==> config.mk <==
export PLATFORM = sky130hd
export DESIGN_NAME = scaler_port_format_config
export DESIGN_NICKNAME = d
export VERILOG_FILES = /design/src/scaler_fmt_pkg.sv /design/src/scaler_port_format_config.sv
export VERILOG_INCLUDE_DIRS = /design/src
export SDC_FILE = /design/constraint.sdc
export NUM_CORES = 1
export LEC_CHECK = 0
export BUFFER_PORTS_ARGS = -buffer_cell sky130_fd_sc_hd__buf_4
export CAP_MARGIN = 20
export CORE_ASPECT_RATIO = 1.5
export CORE_MARGIN = 2
export CORE_UTILIZATION = 42
export DETAILED_ROUTE_END_ITERATION = 6
export SYNTH_ARGS = -nofsm -noshare
export SYNTH_HDL_FRONTEND = slang
export SYNTH_SLANG_ARGS = --single-unit
==> constraint.sdc <==
create_clock -name SYS_CLK_IN -period 3.4 [get_ports SYS_CLK_IN]
set_input_delay 0.34 -clock SYS_CLK_IN [delete_from_list [all_inputs] [get_ports SYS_CLK_IN]]
set_output_delay 0.34 -clock SYS_CLK_IN [all_outputs]
set_load 0.005 [all_outputs]
==> src/scaler_fmt_defs.svh <==
// What this block does
// - request mode: source sends only on request
// - enable set: input is continuous stream
// - source select routes decoder, port, raw
// - select 3 takes 16-bit YC if 8-bit out
// - hold bit: F/V update at line start
// - polarity bit inverts V code and gate
// - format bit picks 4:2:2 or 4:1:1
// - chroma every 1st to 4th line
// - vertical edge bit picks reference edge
// - vertical type: frame sync, both edges
// - field id is H level, optionally inverted
// - field edge bit picks field detect edge
// - clock select ignores or needs qualifier
// - qualifier polarity defines valid level
// - horizontal edge bit picks H edge
// - code bit takes references from SAV/EAV
// - luma skip drops leading luma lines
// - width bit: byte or 16-bit output
// - code bit inserts SAV/EAV in output
// - two register sets, active task's applies
// - leading-line count of zero to three
// - task end passes set unless repeat once
`ifndef SCALER_FMT_DEFS_SVH
`define SCALER_FMT_DEFS_SVH

// ****************************************************
// register indexes, byte address is four times these
// ****************************************************
`define IDX_INPUT_A   10'h091
`define IDX_REF_A     10'h092
`define IDX_OUTPUT_A  10'h093
`define IDX_INPUT_B   10'h0c1
`define IDX_REF_B     10'h0c2
`define IDX_OUTPUT_B  10'h0c3
`define IDX_STATUS    10'h040
`define CFG_RESET     8'h00

// ****************************************************
// field positions
// ****************************************************
`define B_VPOL        7
`define B_HOLDFV      6
`define B_SRC_HI      5
`define B_SRC_LO      4
`define B_SRQE        3
`define B_RATE_HI     2
`define B_RATE_LO     1
`define B_SCHEME      0
`define B_FEDGE       7
`define B_FINV        6
`define B_VTYPE       5
`define B_VEDGE       4
`define B_OUTPUT_CODE_ENABLE       3
`define B_HEDGE       2
`define B_QPOL        1
`define B_CKSEL       0
`define B_OCODE       7
`define B_OWIDTH      6
`define B_LSKIP       5
`define B_LEAD_HI     4
`define B_LEAD_LO     3

// ****************************************************
// stream constants
// ****************************************************
`define CHROMA_BLANK  8'h80
`define CODE_FF       8'hff
`define CODE_00       8'h00
`define VGATE_LINES   8'h14
`define CODE_LAST     3'h7
`define RESP_OKAY     2'b00
`define RESP_DECERR   2'b11

`endif

==> src/scaler_fmt_pkg.sv <==
package scaler_fmt_pkg;
  typedef enum logic [2:0] {
    ST_IDLE  = 3'b001,
    ST_CODE  = 3'b010,
    ST_BYTE2 = 3'b100
  } fmt_state_e;
  typedef logic [1:0] src_sel_t;
endpackage

==> src/scaler_port_format_config.sv <==
`timescale 1ns/1ps
`include "scaler_fmt_defs.svh"
module scaler_port_format_config
  import scaler_fmt_pkg::*;
#(
  parameter int ADDR_W = 12
) (
  input  wire logic              SYS_CLK_IN,
  input  wire logic              RST_IN,
  input  wire logic              CE_IN,
  input  wire logic [ADDR_W-1:0] AXI_AWADDR_IN,
  input  wire logic              AXI_AWVALID_IN,
  output logic                   AXI_AWREADY_OUT,
  input  wire logic [31:0]       AXI_WDATA_IN,
  input  wire logic [3:0]        AXI_WSTRB_IN,
  input  wire logic              AXI_WVALID_IN,
  output logic                   AXI_WREADY_OUT,
  output logic [1:0]             AXI_BRESP_OUT,
  output logic                   AXI_BVALID_OUT,
  input  wire logic              AXI_BREADY_IN,
  input  wire logic [ADDR_W-1:0] AXI_ARADDR_IN,
  input  wire logic              AXI_ARVALID_IN,
  output logic                   AXI_ARREADY_OUT,
  output logic [31:0]            AXI_RDATA_OUT,
  output logic [1:0]             AXI_RRESP_OUT,
  output logic                   AXI_RVALID_OUT,
  input  wire logic              AXI_RREADY_IN,
  input  wire logic              PORT_CLOCK_IN,
  input  wire logic [15:0]       PORT_DATA_IN,
  input  wire logic              INPUT_QUALIFIER_IN,
  input  wire logic              EXT_HORIZONTAL_REF_IN,
  input  wire logic              EXT_VERTICAL_REF_IN,
  input  wire logic [15:0]       DECODER_DATA_IN,
  input  wire logic              DECODER_VALID_IN,
  input  wire logic              DECODER_VERTICAL_IN,
  input  wire logic              DECODER_FIELD_IN,
  input  wire logic [7:0]        RAW_CVBS_IN,
  input  wire logic              RAW_VALID_IN,
  input  wire logic              EXTERNAL_REQUEST_MODE_IN,
  input  wire logic              TASK_DONE_IN,
  input  wire logic              REPEAT_ONCE_IN,
  output logic                   SOURCE_REQUEST_OUT,
  output logic [7:0]             OUTPUT_BUS_LOW_OUT,
  output logic [7:0]             OUTPUT_BUS_HIGH_OUT,
  output logic                   OUTPUT_VALID_OUT,
  output logic                   OUTPUT_QUALIFIER_OUT,
  output logic                   VERTICAL_GATE_OUT,
  output logic                   FIELD_ID_OUT,
  output logic                   ACTIVE_SET_OUT
);

  if (ADDR_W < 12) begin : g_chk
    $error("ADDR_W must be at least 12");
  end

  // ****************************************************
  // register file
  // ****************************************************
  logic [7:0] in_a_q, ref_a_q, out_a_q, in_b_q, ref_b_q, out_b_q;
  logic       aw_full_q, w_full_q, bvalid_q, rvalid_q;
  logic [9:0] aw_idx_q;
  logic [7:0] wbyte_q;
  logic       wlane_q;
  logic [1:0] bresp_q, rresp_q;
  logic [31:0] rdata_q;
  logic [9:0] ar_idx;
  logic [7:0] status;
  logic       do_write, wr_hit;

  assign AXI_AWREADY_OUT = CE_IN & ~aw_full_q & ~bvalid_q;
  assign AXI_WREADY_OUT  = CE_IN & ~w_full_q & ~bvalid_q;
  assign AXI_ARREADY_OUT = CE_IN & ~rvalid_q;
  assign AXI_BVALID_OUT  = bvalid_q;
  assign AXI_BRESP_OUT   = bresp_q;
  assign AXI_RVALID_OUT  = rvalid_q;
  assign AXI_RRESP_OUT   = rresp_q;
  assign AXI_RDATA_OUT   = rdata_q;
  assign do_write = aw_full_q & w_full_q & ~bvalid_q;
  assign ar_idx   = AXI_ARADDR_IN[11:2];
  assign wr_hit   = aw_idx_q == `IDX_INPUT_A || aw_idx_q == `IDX_REF_A ||
                    aw_idx_q == `IDX_OUTPUT_A || aw_idx_q == `IDX_INPUT_B ||
                    aw_idx_q == `IDX_REF_B || aw_idx_q == `IDX_OUTPUT_B;

  always_ff @(posedge SYS_CLK_IN) begin
    if (RST_IN) begin
      aw_full_q <= 1'b0;
      w_full_q  <= 1'b0;
      bvalid_q  <= 1'b0;
      bresp_q   <= `RESP_OKAY;
      aw_idx_q  <= 10'h000;
      wbyte_q   <= 8'h00;
      wlane_q   <= 1'b0;
    end else if (CE_IN) begin
      if (AXI_AWVALID_IN && AXI_AWREADY_OUT) begin
        aw_full_q <= 1'b1;
        aw_idx_q  <= AXI_AWADDR_IN[11:2];
      end
      if (AXI_WVALID_IN && AXI_WREADY_OUT) begin
        w_full_q <= 1'b1;
        wbyte_q  <= AXI_WDATA_IN[7:0];
        wlane_q  <= AXI_WSTRB_IN[0];
      end
      if (do_write) begin
        aw_full_q <= 1'b0;
        w_full_q  <= 1'b0;
        bvalid_q  <= 1'b1;
        bresp_q   <= (wr_hit || aw_idx_q == `IDX_STATUS) ?
                     `RESP_OKAY : `RESP_DECERR;
      end else if (bvalid_q && AXI_BREADY_IN) begin
        bvalid_q <= 1'b0;
      end
    end
  end

  always_ff @(posedge SYS_CLK_IN) begin
    if (RST_IN) begin
      in_a_q  <= `CFG_RESET;
      ref_a_q <= `CFG_RESET;
      out_a_q <= `CFG_RESET;
      in_b_q  <= `CFG_RESET;
      ref_b_q <= `CFG_RESET;
      out_b_q <= `CFG_RESET;
    end else if (CE_IN && do_write && wlane_q) begin
      case (aw_idx_q)
        `IDX_INPUT_A:  in_a_q  <= wbyte_q;
        `IDX_REF_A:    ref_a_q <= wbyte_q;
        `IDX_OUTPUT_A: out_a_q <= wbyte_q;
        `IDX_INPUT_B:  in_b_q  <= wbyte_q;
        `IDX_REF_B:    ref_b_q <= wbyte_q;
        `IDX_OUTPUT_B: out_b_q <= wbyte_q;
        default: ;
      endcase
    end
  end

  always_ff @(posedge SYS_CLK_IN) begin
    if (RST_IN) begin
      rvalid_q <= 1'b0;
      rresp_q  <= `RESP_OKAY;
      rdata_q  <= 32'h0000_0000;
    end else if (CE_IN) begin
      if (AXI_ARVALID_IN && AXI_ARREADY_OUT) begin
        rvalid_q <= 1'b1;
        rresp_q  <= `RESP_OKAY;
        case (ar_idx)
          `IDX_INPUT_A:  rdata_q <= {24'h000000, in_a_q};
          `IDX_REF_A:    rdata_q <= {24'h000000, ref_a_q};
          `IDX_OUTPUT_A: rdata_q <= {24'h000000, out_a_q};
          `IDX_INPUT_B:  rdata_q <= {24'h000000, in_b_q};
          `IDX_REF_B:    rdata_q <= {24'h000000, ref_b_q};
          `IDX_OUTPUT_B: rdata_q <= {24'h000000, out_b_q};
          `IDX_STATUS:   rdata_q <= {24'h000000, status};
          default: begin
            rdata_q <= 32'h0000_0000;
            rresp_q <= `RESP_DECERR;
          end
        endcase
      end else if (rvalid_q && AXI_RREADY_IN) begin
        rvalid_q <= 1'b0;
      end
    end
  end

  // ****************************************************
  // task sequencing and active set
  // ****************************************************
  logic set_b_q, repeated_q;

  always_ff @(posedge SYS_CLK_IN) begin
    if (RST_IN) begin
      set_b_q    <= 1'b0;
      repeated_q <= 1'b0;
    end else if (CE_IN && TASK_DONE_IN) begin
      if (REPEAT_ONCE_IN && !repeated_q) begin
        repeated_q <= 1'b1;
      end else begin
        set_b_q    <= ~set_b_q;
        repeated_q <= 1'b0;
      end
    end
  end

  logic [7:0] cfg_in, cfg_ref, cfg_out;
  src_sel_t   src;
  assign cfg_in  = set_b_q ? in_b_q  : in_a_q;
  assign cfg_ref = set_b_q ? ref_b_q : ref_a_q;
  assign cfg_out = set_b_q ? out_b_q : out_a_q;
  assign src     = {cfg_in[`B_SRC_HI], cfg_in[`B_SRC_LO]};
  assign ACTIVE_SET_OUT = set_b_q;

  // ****************************************************
  // expansion port synchroniser
  // ****************************************************
  // a 200 ns port clock against 25 ns sampling leaves data stable
  // for several sys cycles around each detected edge
  logic [19:0] meta_q, sync_q;
  logic [2:0]  prev_q;
  logic        p_clk, p_qual, p_h, p_v;
  logic [15:0] p_data;
  // two-flop capture, one sample per edge
  always_ff @(posedge SYS_CLK_IN) begin
    if (RST_IN) begin
      meta_q <= 20'h00000;
      sync_q <= 20'h00000;
      prev_q <= 3'h0;
    end else if (CE_IN) begin
      meta_q <= {PORT_CLOCK_IN, INPUT_QUALIFIER_IN, EXT_HORIZONTAL_REF_IN,
                 EXT_VERTICAL_REF_IN, PORT_DATA_IN};
      sync_q <= meta_q;
      prev_q <= {sync_q[19], sync_q[17], sync_q[16]};
    end
  end
  assign {p_clk, p_qual, p_h, p_v, p_data} = sync_q;

  logic pclk_rise, h_rise, h_fall, xv_rise, xv_fall, qual_ok, port_smp;
  assign pclk_rise = p_clk & ~prev_q[2];
  assign h_rise    = p_h & ~prev_q[1];
  assign h_fall    = ~p_h & prev_q[1];
  assign xv_rise   = p_v & ~prev_q[0];
  assign xv_fall   = ~p_v & prev_q[0];
  assign qual_ok  = cfg_ref[`B_CKSEL] | (p_qual ^ cfg_ref[`B_QPOL]);
  assign port_smp = pclk_rise & qual_ok;

  // ****************************************************
  // source selection and request
  // ****************************************************
  logic        req_mode, src_valid, accept, pend_q, owidth;
  logic [15:0] src_word, pend_word_q;
  assign owidth = cfg_out[`B_OWIDTH];
  // request mode when enable is clear and EXTERNAL_REQUEST_MODE_IN is high
  assign req_mode = ~cfg_in[`B_SRQE] & EXTERNAL_REQUEST_MODE_IN;
  assign SOURCE_REQUEST_OUT = req_mode & ~pend_q;

  always_comb begin
    src_valid = 1'b0;
    src_word  = 16'h0000;
    case (src)
      2'b00: begin
        src_valid = DECODER_VALID_IN;
        src_word  = DECODER_DATA_IN;
      end
      2'b01: begin
        src_valid = port_smp;
        src_word  = p_data;
      end
      2'b10: begin
        src_valid = RAW_VALID_IN;
        src_word  = {RAW_CVBS_IN, `CHROMA_BLANK};
      end
      default: begin
        src_valid = port_smp;
        src_word  = owidth ? {p_data[7:0], `CHROMA_BLANK} : p_data;
      end
    endcase
  end
  assign accept = src_valid & (~req_mode | ~pend_q);

  // ****************************************************
  // references: embedded codes, edges, field
  // ****************************************************
  logic [23:0] hist_q;
  logic        code_v_q, code_f_q, sav_evt, code_hit, in_code;
  logic        vsrc, vsrc_prev_q, v_rise, v_fall, h_evt, v_evt;
  logic        field_raw_q, field_id, fedge;
  assign in_code  = cfg_ref[`B_OUTPUT_CODE_ENABLE];
  assign code_hit = port_smp &&
                    hist_q == {`CODE_FF, `CODE_00, `CODE_00};
  assign sav_evt  = code_hit & ~p_data[4];

  always_ff @(posedge SYS_CLK_IN) begin
    if (RST_IN) begin
      hist_q   <= 24'h000000;
      code_v_q <= 1'b0;
      code_f_q <= 1'b0;
    end else if (CE_IN && port_smp) begin
      hist_q <= {hist_q[15:0], p_data[7:0]};
      if (code_hit) begin
        code_f_q <= p_data[6];
        code_v_q <= p_data[5];
      end
    end
  end

  assign vsrc = (src == 2'b00) ? DECODER_VERTICAL_IN :
                in_code ? code_v_q : p_v;
  assign v_rise = vsrc & ~vsrc_prev_q;
  assign v_fall = ~vsrc & vsrc_prev_q;
  assign h_evt = in_code ? sav_evt :
                 (cfg_ref[`B_HEDGE] ? h_fall : h_rise);
  // frame sync pulses on both edges
  assign v_evt = cfg_ref[`B_VTYPE] ? (v_rise | v_fall) :
                 (cfg_ref[`B_VEDGE] ? v_fall : v_rise);
  assign fedge = cfg_ref[`B_FEDGE] ? xv_rise : xv_fall;

  always_ff @(posedge SYS_CLK_IN) begin
    if (RST_IN) begin
      vsrc_prev_q <= 1'b0;
      field_raw_q <= 1'b0;
    end else if (CE_IN) begin
      vsrc_prev_q <= vsrc;
      // field is H level at edge
      if (in_code) begin
        field_raw_q <= code_f_q;
      end else if (fedge) begin
        field_raw_q <= p_h;
      end
    end
  end
  assign field_id = ((src == 2'b00) ? DECODER_FIELD_IN : field_raw_q)
                    ^ cfg_ref[`B_FINV];

  // ****************************************************
  // line counting, chroma rate, luma skip
  // ****************************************************
  logic [7:0] line_q;
  logic [1:0] chroma_cnt_q, rate, lead;
  logic       phase_q, chroma_ok, skip_line, vgate;
  assign rate = {cfg_in[`B_RATE_HI], cfg_in[`B_RATE_LO]};
  assign lead = {cfg_out[`B_LEAD_HI], cfg_out[`B_LEAD_LO]};
  assign vgate = line_q < `VGATE_LINES;

  always_ff @(posedge SYS_CLK_IN) begin
    if (RST_IN) begin
      line_q       <= 8'h00;
      chroma_cnt_q <= 2'b00;
      phase_q      <= 1'b0;
    end else if (CE_IN) begin
      if (v_evt) begin
        line_q       <= 8'h00;
        chroma_cnt_q <= 2'b00;
        phase_q      <= 1'b0;
      end else if (h_evt) begin
        if (line_q != 8'hff) begin
          line_q <= line_q + 8'h01;
        end
        chroma_cnt_q <= (chroma_cnt_q >= rate) ? 2'b00 :
                        chroma_cnt_q + 2'b01;
        phase_q <= 1'b0;
      end else if (accept) begin
        phase_q <= ~phase_q;
      end
    end
  end
  // 4:1:1 carries chroma every second sample
  assign chroma_ok = (chroma_cnt_q == 2'b00) &
                     (~cfg_in[`B_SCHEME] | ~phase_q);
  assign skip_line = cfg_out[`B_LSKIP] & (line_q < {6'h00, lead});

  // ****************************************************
  // F/V bits and vertical gate
  // ****************************************************
  logic held_f_q, held_v_q, live_v, code_f, code_v, vgate_q, fid_q;
  // polarity on V code bit and gate
  assign live_v = vgate ^ cfg_in[`B_VPOL];
  assign code_f = cfg_in[`B_HOLDFV] ? held_f_q : field_id;
  assign code_v = cfg_in[`B_HOLDFV] ? held_v_q : live_v;

  always_ff @(posedge SYS_CLK_IN) begin
    if (RST_IN) begin
      held_f_q <= 1'b0;
      held_v_q <= 1'b0;
      vgate_q  <= 1'b0;
      fid_q    <= 1'b0;
    end else if (CE_IN) begin
      if (h_evt) begin
        held_f_q <= field_id;
        held_v_q <= live_v;
      end
      vgate_q <= live_v;
      fid_q   <= field_id;
    end
  end
  assign VERTICAL_GATE_OUT = vgate_q;
  assign FIELD_ID_OUT      = fid_q;
  assign status = {4'h0, ~pend_q, vgate_q, fid_q, set_b_q};

  function automatic logic [7:0] code_xy(input logic f, input logic v,
                                         input logic h);
    code_xy = {1'b1, f, v, h, v ^ h, f ^ h, f ^ v, f ^ v ^ h};
  endfunction

  // ****************************************************
  // output formatter
  // ****************************************************
  fmt_state_e  state_q;
  logic [2:0]  code_idx_q;
  logic [7:0]  lo_q, hi_q, chroma_q, code_byte;
  logic        ovalid_q, oqual_q;

  always_comb begin
    case (code_idx_q)
      3'h0, 3'h4: code_byte = `CODE_FF;
      3'h3:       code_byte = code_xy(code_f, code_v, 1'b1);
      3'h7:       code_byte = code_xy(code_f, code_v, 1'b0);
      default:    code_byte = `CODE_00;
    endcase
  end

  // single holding slot absorbs a sample that lands during code insertion
  always_ff @(posedge SYS_CLK_IN) begin
    if (RST_IN) begin
      pend_q      <= 1'b0;
      pend_word_q <= 16'h0000;
    end else if (CE_IN) begin
      if (accept && !skip_line) begin
        pend_q      <= 1'b1;
        pend_word_q <= {src_word[15:8],
                        chroma_ok ? src_word[7:0] : `CHROMA_BLANK};
      end else if (state_q == ST_IDLE && !(h_evt && cfg_out[`B_OCODE])) begin
        pend_q <= 1'b0;
      end
    end
  end

  always_ff @(posedge SYS_CLK_IN) begin
    if (RST_IN) begin
      state_q    <= ST_IDLE;
      code_idx_q <= 3'h0;
      lo_q       <= 8'h00;
      hi_q       <= 8'h00;
      chroma_q   <= 8'h00;
      ovalid_q   <= 1'b0;
      oqual_q    <= 1'b0;
    end else if (CE_IN) begin
      ovalid_q <= 1'b0;
      oqual_q  <= 1'b0;
      case (state_q)
        ST_IDLE: begin
          if (h_evt && cfg_out[`B_OCODE]) begin
            code_idx_q <= 3'h0;
            state_q    <= ST_CODE;
          end else if (pend_q) begin
            lo_q     <= pend_word_q[15:8];
            ovalid_q <= 1'b1;
            oqual_q  <= 1'b1;
            if (owidth) begin
              hi_q <= pend_word_q[7:0];
            end else begin
              chroma_q <= pend_word_q[7:0];
              state_q  <= ST_BYTE2;
            end
          end
        end
        ST_CODE: begin
          lo_q       <= code_byte;
          hi_q       <= owidth ? code_byte : 8'h00;
          ovalid_q   <= 1'b1;
          code_idx_q <= code_idx_q + 3'h1;
          if (code_idx_q == `CODE_LAST) begin
            state_q <= ST_IDLE;
          end
        end
        ST_BYTE2: begin
          lo_q     <= chroma_q;
          ovalid_q <= 1'b1;
          oqual_q  <= 1'b1;
          state_q  <= ST_IDLE;
        end
        default: state_q <= ST_IDLE;
      endcase
    end
  end

  assign OUTPUT_BUS_LOW_OUT   = lo_q;
  assign OUTPUT_BUS_HIGH_OUT  = hi_q;
  assign OUTPUT_VALID_OUT     = ovalid_q;
  assign OUTPUT_QUALIFIER_OUT = oqual_q;

endmodule

**Word-level counts from Yosys, hierarchy flattened**

Cells that the tools add are included.
Widths: inputs -> output; s select.

- Output and inout bits: 63
- Input bits: 119
- Logic and storage cells: 262
- Flip-flop bits (word level): 244

- Equal/unequal tests: 31
- Add/sub/neg operators: 3
- Bitwise gates (word level): 53
- Mux-type cells: 62
- Reduce and logical (&&, ||, !) cells: 68
- Magnitude comparators: 3

Operator list:

| operator | number |
|---|---|
| $eq 10x8->1 const B | 12 |
| $mux 8 | 13 |
| $pmux 8 s7 | 1 |
| $pmux 16 s3 | 1 |
| $pmux 8 s3 | 2 |
| $reduce_and 2->1 | 22 |
| $mux 1 | 28 |
| $eq 24x24->1 const B | 1 |
| $not 1->1 | 24 |
| $and 1x1->1 | 21 |
| $eq 10x7->1 const B | 2 |
| $reduce_bool 2->1 | 9 |
| $mux 16 | 1 |
| $pmux 8 s2 | 1 |
| $mux 3 | 5 |
| $logic_and 1x1->1 | 14 |
| $pmux 3 s2 | 2 |
| $mux 2 | 5 |
| $reduce_and 5->1 | 2 |
| $eq 3x3->1 const B | 3 |
| $add 8x1->8 const B | 1 |
| $lt 8x2->1 | 1 |
| $lt 8x5->1 const B | 1 |
| $ne 2x2->1 const B | 4 |
| other kinds (22) | 44 |

**Longest topological paths before layout**

Gate-level depths: netlist of the first run.

- Depth in word-level cells: 12
- Gate-level depth with buffers: 15

**Least setup slack after synthesis of the first run**

No wires, ideal clock.

- Path type: register -> register
- From: reg set_b_q, in the netlist ACTIVE_SET_OUT
- To: reg chroma_cnt_q[0]
- Data required time: 3.330 ns
- Buffers on the path: 4
- Clock period less this slack: 2.805 ns
- Cell stages (with the launch flop): 15
- Arrival time: 2.735 ns
- Setup time: 0.070 ns
- Path slack: 0.595 ns
- Cell sequence: dfxtp_1 -> buf_4 -> buf_6 -> buf_2 -> nor3_1 -> a21o_1 -> clkbuf_1 -> o21ai_0 -> inv_1 -> ha_1 -> mux2i_1 -> mux2i_1 -> a211o_1 -> or3_1 -> a21oi_1

- Longest elaborated chain between the ends: 9
- Elaborated cells between the ends (all ways): 24
- Those cells by class: 1 x order compare; 11 x mux; 8 x bitwise; 4 x reduce/logical

Ends and longest elaborated chain:

| element | RTL line | RTL |
|---|---|---|
| from (decl) | scaler_port_format_config.sv:167 | `logic set_b_q, repeated_q;` |
| from (signal assigned) | scaler_port_format_config.sv:177 | `set_b_q <= ~set_b_q;` |
| $mux 8 (on tied branches) | scaler_port_format_config.sv:186, scaler_port_format_config.sv:185 |  |
| $mux 1 / $logic_not 2->1 (equally long branches) | scaler_port_format_config.sv:285, scaler_port_format_config.sv:284 |  |
| $mux 1 (*) | scaler_port_format_config.sv:284 | `assign vsrc = (src == 2'b00) ? DECODER_VERTICAL_IN :` |
| named net vsrc | scaler_port_format_config.sv:263 | `logic vsrc, vsrc_prev_q, v_rise, v_fall, h_evt, v_evt;` |
| $not 1->1 | scaler_port_format_config.sv:287 | `assign v_fall = ~vsrc & vsrc_prev_q;` |
| $and 1x1->1 | scaler_port_format_config.sv:287 |  |
| $mux 1 / $or 1x1->1 (equally long branches) | scaler_port_format_config.sv:292, scaler_port_format_config.sv:291 |  |
| $mux 1 (*) | scaler_port_format_config.sv:291 | `` assign v_evt = cfg_ref[`B_VTYPE] ? (v_rise \| v_fall) : `` |
| $reduce_bool 2->1 (no line) | n/a |  |
| $reduce_and 2->1 (no line) | n/a |  |
| to (signal assigned) | scaler_port_format_config.sv:336 | `chroma_cnt_q <= (chroma_cnt_q >= rate) ? 2'b00 :` |
| to (decl) | scaler_port_format_config.sv:316 | `logic [1:0] chroma_cnt_q, rate, lead;` |

Mark *: on every way through the listed nets, which the timed path passes. The rest lies on a longest branch. The select of a mux whose other input is x is not followed.
A chain may end at the register's enable or synchronous reset.

**Worst setup path in the final report of the first run**

- From: reg set_b_q, in the netlist ACTIVE_SET_OUT
- To: reg phase_q

- Longest elaborated chain between the ends: 9
- Elaborated cells between the ends (all ways): 29
- Those cells by class: 1 x eq/ne; 11 x mux; 13 x bitwise; 4 x reduce/logical

Ends and longest elaborated chain:

| element | RTL line | RTL |
|---|---|---|
| $mux 8 (on tied branches) | scaler_port_format_config.sv:186, scaler_port_format_config.sv:185 |  |
| $mux 1 / $logic_not 2->1 (equally long branches) | scaler_port_format_config.sv:285, scaler_port_format_config.sv:284 |  |
| $mux 1 (*) | scaler_port_format_config.sv:284 |  |
| named net vsrc | scaler_port_format_config.sv:263 |  |
| $not 1->1 | scaler_port_format_config.sv:287 |  |
| $and 1x1->1 | scaler_port_format_config.sv:287 |  |
| $mux 1 / $or 1x1->1 (equally long branches) | scaler_port_format_config.sv:292, scaler_port_format_config.sv:291 |  |
| $mux 1 (*) | scaler_port_format_config.sv:291 |  |
| $reduce_bool 3->1 (no line) | n/a |  |
| $reduce_and 2->1 (no line) | n/a |  |
| to (signal assigned) | scaler_port_format_config.sv:340 | `phase_q <= ~phase_q;` |
| to (decl) | scaler_port_format_config.sv:317 | `logic phase_q, chroma_ok, skip_line, vgate;` |

Mark *: on every way through the listed nets, which the timed path passes. The rest lies on a longest branch.

==> flow_summary_export.csv, run 1 <==
group,metric,value,unit
clock_network,cts_tree,"built",
routing,drt_pass1_iterations,5,
min_path,worstHoldPathType,"input pin to flip-flop",
min_path,timing.hold.worst_endpoint,"meta_q[8]",
routing,antenna_left,0,
critical_path,critPathSlowestCell,"sky130_fd_sc_hd__mux2i_1",
critical_path,reg2reg_slack,390,ps
die,start_util,42.5,%
power_and_ir_drop,power.clock.fraction,44.1,%
timing,fmax,0.332,GHz
critical_path,critical_path.n_buffers_inverters,1,
die,die_outline_area,0.0258,sq mm
grt,grt_util_all_layers,20.5,%
clock_network,cts_setup_buffers,0,
grt,overflow,0,
layout,fin_nets,1401,
power_and_ir_drop,sequential_cell_fraction_of_total_power,47.9,%
yosys,synth-warning-count,0,
timing,final-hold-violation-count,0,
power_and_ir_drop,p_leak,0.00525,uW
clock_network,cts.hold.buffers_added,0,
critical_path,crit_chain,"mux2i_1 > mux2i_1 > o21ai_0 > inv_1 > ha_1 > mux2i_1 > nand2_1 > nand2b_1 > nor3_1",
clock_network,htreeDepth,1,
clock_network,worst_skew_pair_latency,520,ps
layout,antenna-diode-count,0,
layout,layout_common_cells,"sky130_fd_sc_hd__dfxtp_1, sky130_fd_sc_hd__nor2_1, sky130_fd_sc_hd__mux2i_1",
critical_path,start_kind,"flip-flop",
yosys,syn-instance-count,1167,
timing,setup_total_negative_slack,0,ps
timing,unrepaired_setup_endpoints_after_global_routing,"false",
critical_path,critical_path.reg2reg.endpoint,"phase_q",
power_and_ir_drop,power_density,459,mW/mm^2
clock_network,clk_transition_reported_paths,60,ps
clock_network,cts.repair.resized,0,
yosys,synth-seq-cells,218,
min_path,hold_path.startpoint,"PORT_DATA_IN[8]",
critical_path,rr_worst_depth,9,
timing,final.setup_skew,17.6,ps
placed_design,gp_congestion,0.851,
power_and_ir_drop,vdd.ir_drop.worst,356,uV
critical_path,path_class,"flip-flop to flip-flop",
timing,finalCriticalPeriod,3010,ps
layout,n_fill_cell,2351,
flow_run,max-cap-violations,0,
routing,vias_per_cell,5.32,
grt,grt_pass1_vias,8183,
layout,final_cells,1611,
die,std_cell_rows,70,
routing,drt_iter0_markers,539,
routing,dr_total_vias,8573,
timing,report.final.setup_viol,0,
die,die_span_y,196,microns
run_status,run_status,"completed",
critical_path,crit_path_frequent_cell,"sky130_fd_sc_hd__mux2i_1",
critical_path,critPathMaxStageDelay,530,ps
yosys,synth_async_sr_flop_share,0,%
critical_path,timing.critical_path.arrival,3390,ps
clock_network,cts-buffers-inserted,22,
critical_path,timing.critical_path.max_delay_family,"multiplexers",
grt,grt_pass1_wl,43.3,mm
grt,grt_start_max_net_pins,98,
critical_path,reg2reg_launch_point,"ACTIVE_SET_OUT",
layout,area_delta_synth_final,18.2,%
critical_path,crit_path_max_fanout,12,
placed_design,dp_hpwl,19.6,mm
yosys,synth-edff-count,0,
timing,min_period_over_period,88.5,%
clock_network,clock_sinks,218,
grt,grt_antenna_before_repair,0,
power_and_ir_drop,internal-power,4280,uW
placed_design,dp.cells,1571,
power_and_ir_drop,switchingPower,1310,uW
timing,drv_slew,0,
yosys,post_synth_num_cell_types,69,
routing,post-route-drc-count,0,
yosys,post_synth.cell_area_avg,8.83,sq um
clock_network,clockBufferDepth,3,
timing,timing_worst_slew_pin_value,1050,ps
layout,layout_cells_sized_above_1,17.2,%
routing,finalWirelength,27.0,mm
yosys,synth_area,0.0103,sq mm
yosys,synth-main-ff-cell,"sky130_fd_sc_hd__dfxtp_1",
power_and_ir_drop,comb_power_share,7.9,%
routing,detail_route.wl_per_cell,16.8,microns
timing,slew_headroom,29.9,%
layout,most_frequent_standard_cell_in_the_layout_excluding_fill_and_tap_cells,"sky130_fd_sc_hd__dfxtp_1",
min_path,whs_path_depth,3,
die,placeableCoreArea,0.0243,sq mm
die,die_width,132,microns
die,num_io_pins,182,
yosys,synth_sequential_area_ratio,42.3,%
critical_path,critical_path.endpoint_type,"flip-flop",
critical_path,cp.required,3780,ps
power_and_ir_drop,sw_frac_of_total,23.4,%
placed_design,port_buffers,126,
clock_network,clk_root_buffer_cell,"sky130_fd_sc_hd__clkbuf_16",
==> tightest hold or removal path: stages <==
cell and delay [ps]:
sky130_fd_sc_hd__buf_4 80, sky130_fd_sc_hd__mux2i_1 50, sky130_fd_sc_hd__nor2_1 70
==> registers in the layout (all words and copies together) (netlist names), 10 cells and up <==
| name | flops |
|---|---|
| aw_idx_q | 10 |
| sync_q | 20 |
| hist_q | 24 |
| meta_q | 20 |
| pend_word_q | 16 |
==> worst max path at each step <==
| stage | endpoint | cells past startpoint | start |
|---|---|---|---|
| detailed placement | phase_q | 9 | ACTIVE_SET_OUT |
| global route | phase_q | 9 | ACTIVE_SET_OUT |
| finish | phase_q | 9 | ACTIVE_SET_OUT |
| global placement | phase_q | 9 | ACTIVE_SET_OUT |
| floorplan | chroma_cnt_q[0] | 14 | ACTIVE_SET_OUT |
| CTS | phase_q | 9 | ACTIVE_SET_OUT |
==> cells in the mapped netlist, drive strengths merged (9+ instances only) <==
| library cell | count | area, sq um |
|---|---|---|
| a211oi | 13 | 110 |
| a21oi | 70 | 362 |
| a22o | 9 | 78.8 |
| a22oi | 21 | 158 |
| buf | 42 | 293 |
| clkbuf | 48 | 180 |
| dfxtp | 218 | 4360 |
| ha | 11 | 138 |
| inv | 13 | 48.8 |
| mux2 | 16 | 180 |
| mux2i | 168 | 1690 |
| nand2 | 116 | 435 |
| nand2b | 16 | 100 |
| nand3 | 26 | 130 |
| nand4 | 14 | 103 |
| nor2 | 212 | 808 |
| nor2b | 12 | 75.1 |
| nor3 | 11 | 55.1 |
| o21ai | 33 | 173 |
==> through the flow <==
stage	cell area [sq um]	power [uW]	setup slack (ps)	utilization, %	hold slack [ps]
after global routing	12200	5810	238	50.2	57.2
after floorplan	10400	3010	595	-	436
after global placement	11400	3180	498	47.2	443
after detailed placement	11400	3180	438	47.2	449
after CTS	12200	5650	412	50.2	49.8
final	12200	5590	390	50.2	60.4
==> per-layer routing <==
layer / vias to the layer above / share of wire [%] / GRT usage (%)
li1: 4269 / - / -
met1: 4025 / 40 / 23.6
met2: 221 / 51 / 38.0
met3: 58 / 4.6 / 2.89
met4: 0 / 3.8 / 8.29
met5: - / 0 / 0
==> power groups by stage <==
| stage | logic, uW | registers [uW] | clock network, uW |
|---|---|---|---|
| 6_report | 443 | 2680 | 2470 |
| 5_1_grt | 491 | 2690 | 2630 |
| 4_1_cts | 447 | 2680 | 2520 |
| 3_5_place_dp | 446 | 2740 | 0 |
| 3_3_place_gp | 442 | 2740 | 0 |
| 2_1_floorplan | 300 | 2710 | 0 |
==> layout make-up <==
| type | count | area (sq um) | share of cell area [%] |
|---|---|---|---|
| Multi-Input combinational cell | 869 | 5510 | 45.2 |
| Timing Repair Buffer | 147 | 1120 | 9.19 |
| Clock inverter | 9 | 106 | 0.873 |
| Sequential cell | 218 | 4370 | 35.8 |
| Tap cell | 324 | 405 | 3.33 |
| Clock buffer | 31 | 634 | 5.20 |
| Inverter | 13 | 48.8 | 0.400 |
==> cell families after synthesis <==
| logic type | Yosys count | share of synthesized area [%] |
|---|---|---|
| simple gates | 448 | 19.8 |
| flops | 218 | 42.3 |
| compound gates | 191 | 12.3 |
| mux | 184 | 18.2 |
| buf+inv | 103 | 5.06 |
| fa+ha+maj | 11 | 1.34 |
| xor+xnor | 11 | 0.935 |
| other cells | 1 | 0.0364 |
(Power assumes the default switching activity.)
==> run 2: changes to the inputs <==
--- a/config.mk
+++ b/config.mk
@@ -12,6 +12,7 @@
 export CORE_MARGIN = 2
 export CORE_UTILIZATION = 42
 export DETAILED_ROUTE_END_ITERATION = 6
+export RECOVER_POWER = 50
 export SYNTH_ARGS = -nofsm -noshare
 export SYNTH_HDL_FRONTEND = slang
 export SYNTH_SLANG_ARGS = --single-unit
==> flow_summary_export.csv, run 2 (synthesis gave the netlist of run 1 again) <==
group,metric,value,unit
run_status,run_status,"finished, violations left",
run_status,violations,"max-capacitance violations, max-slew violations",
grt,grt_pass1_vias,8183,
layout,area_delta_synth_final,18.0,%
timing,timing_worst_slew_pin_value,1730,ps
grt,grt_start_max_net_pins,98,
die,die_span_y,196,microns
timing,finalCriticalPeriod,3060,ps
clock_network,cts_setup_buffers,0,
critical_path,crit_path_max_fanout,12,
timing,drv_slew,54,
critical_path,critical_path.endpoint_type,"flip-flop",
layout,largest_register_ffs,24,
layout,fin_nets,1401,
timing,fmax,0.327,GHz
timing,report.final.setup_viol,0,
critical_path,critical_path.n_buffers_inverters,1,
routing,detail_route.wl_per_cell,16.8,microns
grt,grt_antenna_before_repair,0,
min_path,worstHoldPathType,"input pin to flip-flop",
die,die_width,132,microns
routing,post-route-drc-count,0,
critical_path,cp-startpoint,"ACTIVE_SET_OUT",
placed_design,gp_congestion,0.851,
timing,min_period_over_period,90.0,%
clock_network,cts.repair.resized,0,
timing,final-hold-violation-count,0,
placed_design,port_buffers,126,
die,std_cell_rows,70,
layout,most_frequent_standard_cell_in_the_layout_excluding_fill_and_tap_cells,"sky130_fd_sc_hd__dfxtp_1",
clock_network,htreeDepth,1,
power_and_ir_drop,power_density,459,mW/mm^2
min_path,hold_path.startpoint,"PORT_DATA_IN[8]",
clock_network,clockBufferDepth,3,
timing,unrepaired_setup_endpoints_after_global_routing,"false",
layout,antenna-diode-count,0,
power_and_ir_drop,vdd.ir_drop.worst,355,uV
placed_design,dp_hpwl,19.6,mm
routing,vias_per_cell,5.32,
routing,dr_total_vias,8574,
timing,setup_total_negative_slack,0,ps
critical_path,timing.critical_path.arrival,3440,ps
die,die_outline_area,0.0258,sq mm
layout,layout_cells_sized_above_1,16.8,%
routing,finalWirelength,27.0,mm
die,num_io_pins,182,
clock_network,cts.hold.buffers_added,0,
clock_network,worst_skew_pair_latency,520,ps
critical_path,timing.critical_path.max_delay_family,"multiplexers",
critical_path,path_class,"flip-flop to flip-flop",
flow_run,max-cap-violations,1,
clock_network,clock_sinks,218,
critical_path,cp.required,3780,ps
routing,antenna_left,0,
routing,drt_iter0_markers,551,
clock_network,clk_transition_reported_paths,60,ps
grt,grt_pass1_wl,43.3,mm
placed_design,dp_worst_setup_slack,438,ps
die,placeableCoreArea,0.0243,sq mm
power_and_ir_drop,totalPowerFinal,5590,uW
timing,final.setup_skew,16.8,ps
critical_path,crit_path_frequent_cell,"sky130_fd_sc_hd__mux2i_1",
grt,overflow,0,
layout,registers.top_by_ff_count,"hist_q",
power_and_ir_drop,p_leak,0.00522,uW
timing,slew_headroom,-15.2,%
layout,largestRegisters,"hist_q x24, meta_q x20, sync_q x20",
routing,drt_pass1_iterations,5,
die,start_util,42.5,%
critical_path,reg2reg_launch_point,"ACTIVE_SET_OUT",
critical_path,critPathMaxStageDelay,530,ps
critical_path,critPathSlowestCell,"sky130_fd_sc_hd__mux2i_1",
grt,grt_util_all_layers,20.5,%
clock_network,cts_tree,"built",
timing,setup_ws,341,ps
layout,layout_common_cells,"sky130_fd_sc_hd__dfxtp_1, sky130_fd_sc_hd__nor2_1, sky130_fd_sc_hd__mux2i_1",
clock_network,clk_root_buffer_cell,"sky130_fd_sc_hd__clkbuf_16",
clock_network,cts-buffers-inserted,22,
critical_path,crit_chain,"mux2i_1 > mux2i_1 > o21ai_0 > inv_1 > ha_1 > mux2i_1 > nand2_1 > nand2b_1 > nor3_1",
critical_path,start_kind,"flip-flop",
==> run 2: changes by cell type in the layout (fill, tap and decap cells not counted) <==
cell / previous run / this run
sky130_fd_sc_hd__nor4_2: 2 / 1
sky130_fd_sc_hd__clkbuf_1: 4 / 8
sky130_fd_sc_hd__nor4_1: 5 / 6
sky130_fd_sc_hd__and2_0: 0 / 2
sky130_fd_sc_hd__buf_4: 145 / 104
sky130_fd_sc_hd__clkbuf_4: 0 / 36
sky130_fd_sc_hd__inv_2: 2 / 1
sky130_fd_sc_hd__clkbuf_2: 0 / 1
sky130_fd_sc_hd__inv_1: 11 / 12
sky130_fd_sc_hd__and2_1: 4 / 2
==> run 2: worst min-delay path, cell delays in order <==
cell and delay [ps]:
sky130_fd_sc_hd__buf_4 80, sky130_fd_sc_hd__mux2i_1 50, sky130_fd_sc_hd__nor2_1 70
==> run 2: per-layer routing <==
metal / track usage, % / vias up / part of all wire [%]
li1: - / 4271 / -
met1: 23.6 / 3997 / 41
met2: 38.0 / 247 / 51
met3: 2.89 / 59 / 4.7
met4: 8.29 / 0 / 3.8
met5: 0 / - / 0
==> run 2: cell type report <==
type / instances / area, sq um
Clock buffer: 31 / 634
Clock inverter: 9 / 106
Multi-Input combinational cell: 869 / 5500
Inverter: 13 / 48.8
Tap cell: 324 / 405
Timing Repair Buffer: 147 / 1100
Fill cell: 2352 / 12100
Sequential cell: 218 / 4370
==> run 2: where the power goes <==
group,switching (uW),internal (uW),total [uW],leakage (uW)
clock,1010,1460,2470,0.000370
combinational,236,206,442,0.00308
sequential,63.2,2620,2680,0.00177
total,1310,4280,5590,0.00522
==> run 2: worst paths after layout <==
| kind | cells after the start | endpoint | slack (ps) |
|---|---|---|---|
| min | 3 | meta_q[8] | 60 |
| max | 9 | phase_q | 340 |
| max reg2reg | 9 | phase_q | 340 |
| min reg2reg | 2 | AXI_RDATA_OUT[6] | 450 |
==> run 2: per-stage QoR <==
stage                     hold slack, ps  cells  utilization, %  instance area, sq um
after floorplan                      436   1190               -                 10400
after CTS                           49.8   1611            50.2                 12200
after global routing                57.5   1611            50.1                 12200
final                               60.1   1611            50.1                 12200
after detailed placement             449   1571            47.2                 11400
after global placement               443   1571            47.2                 11400
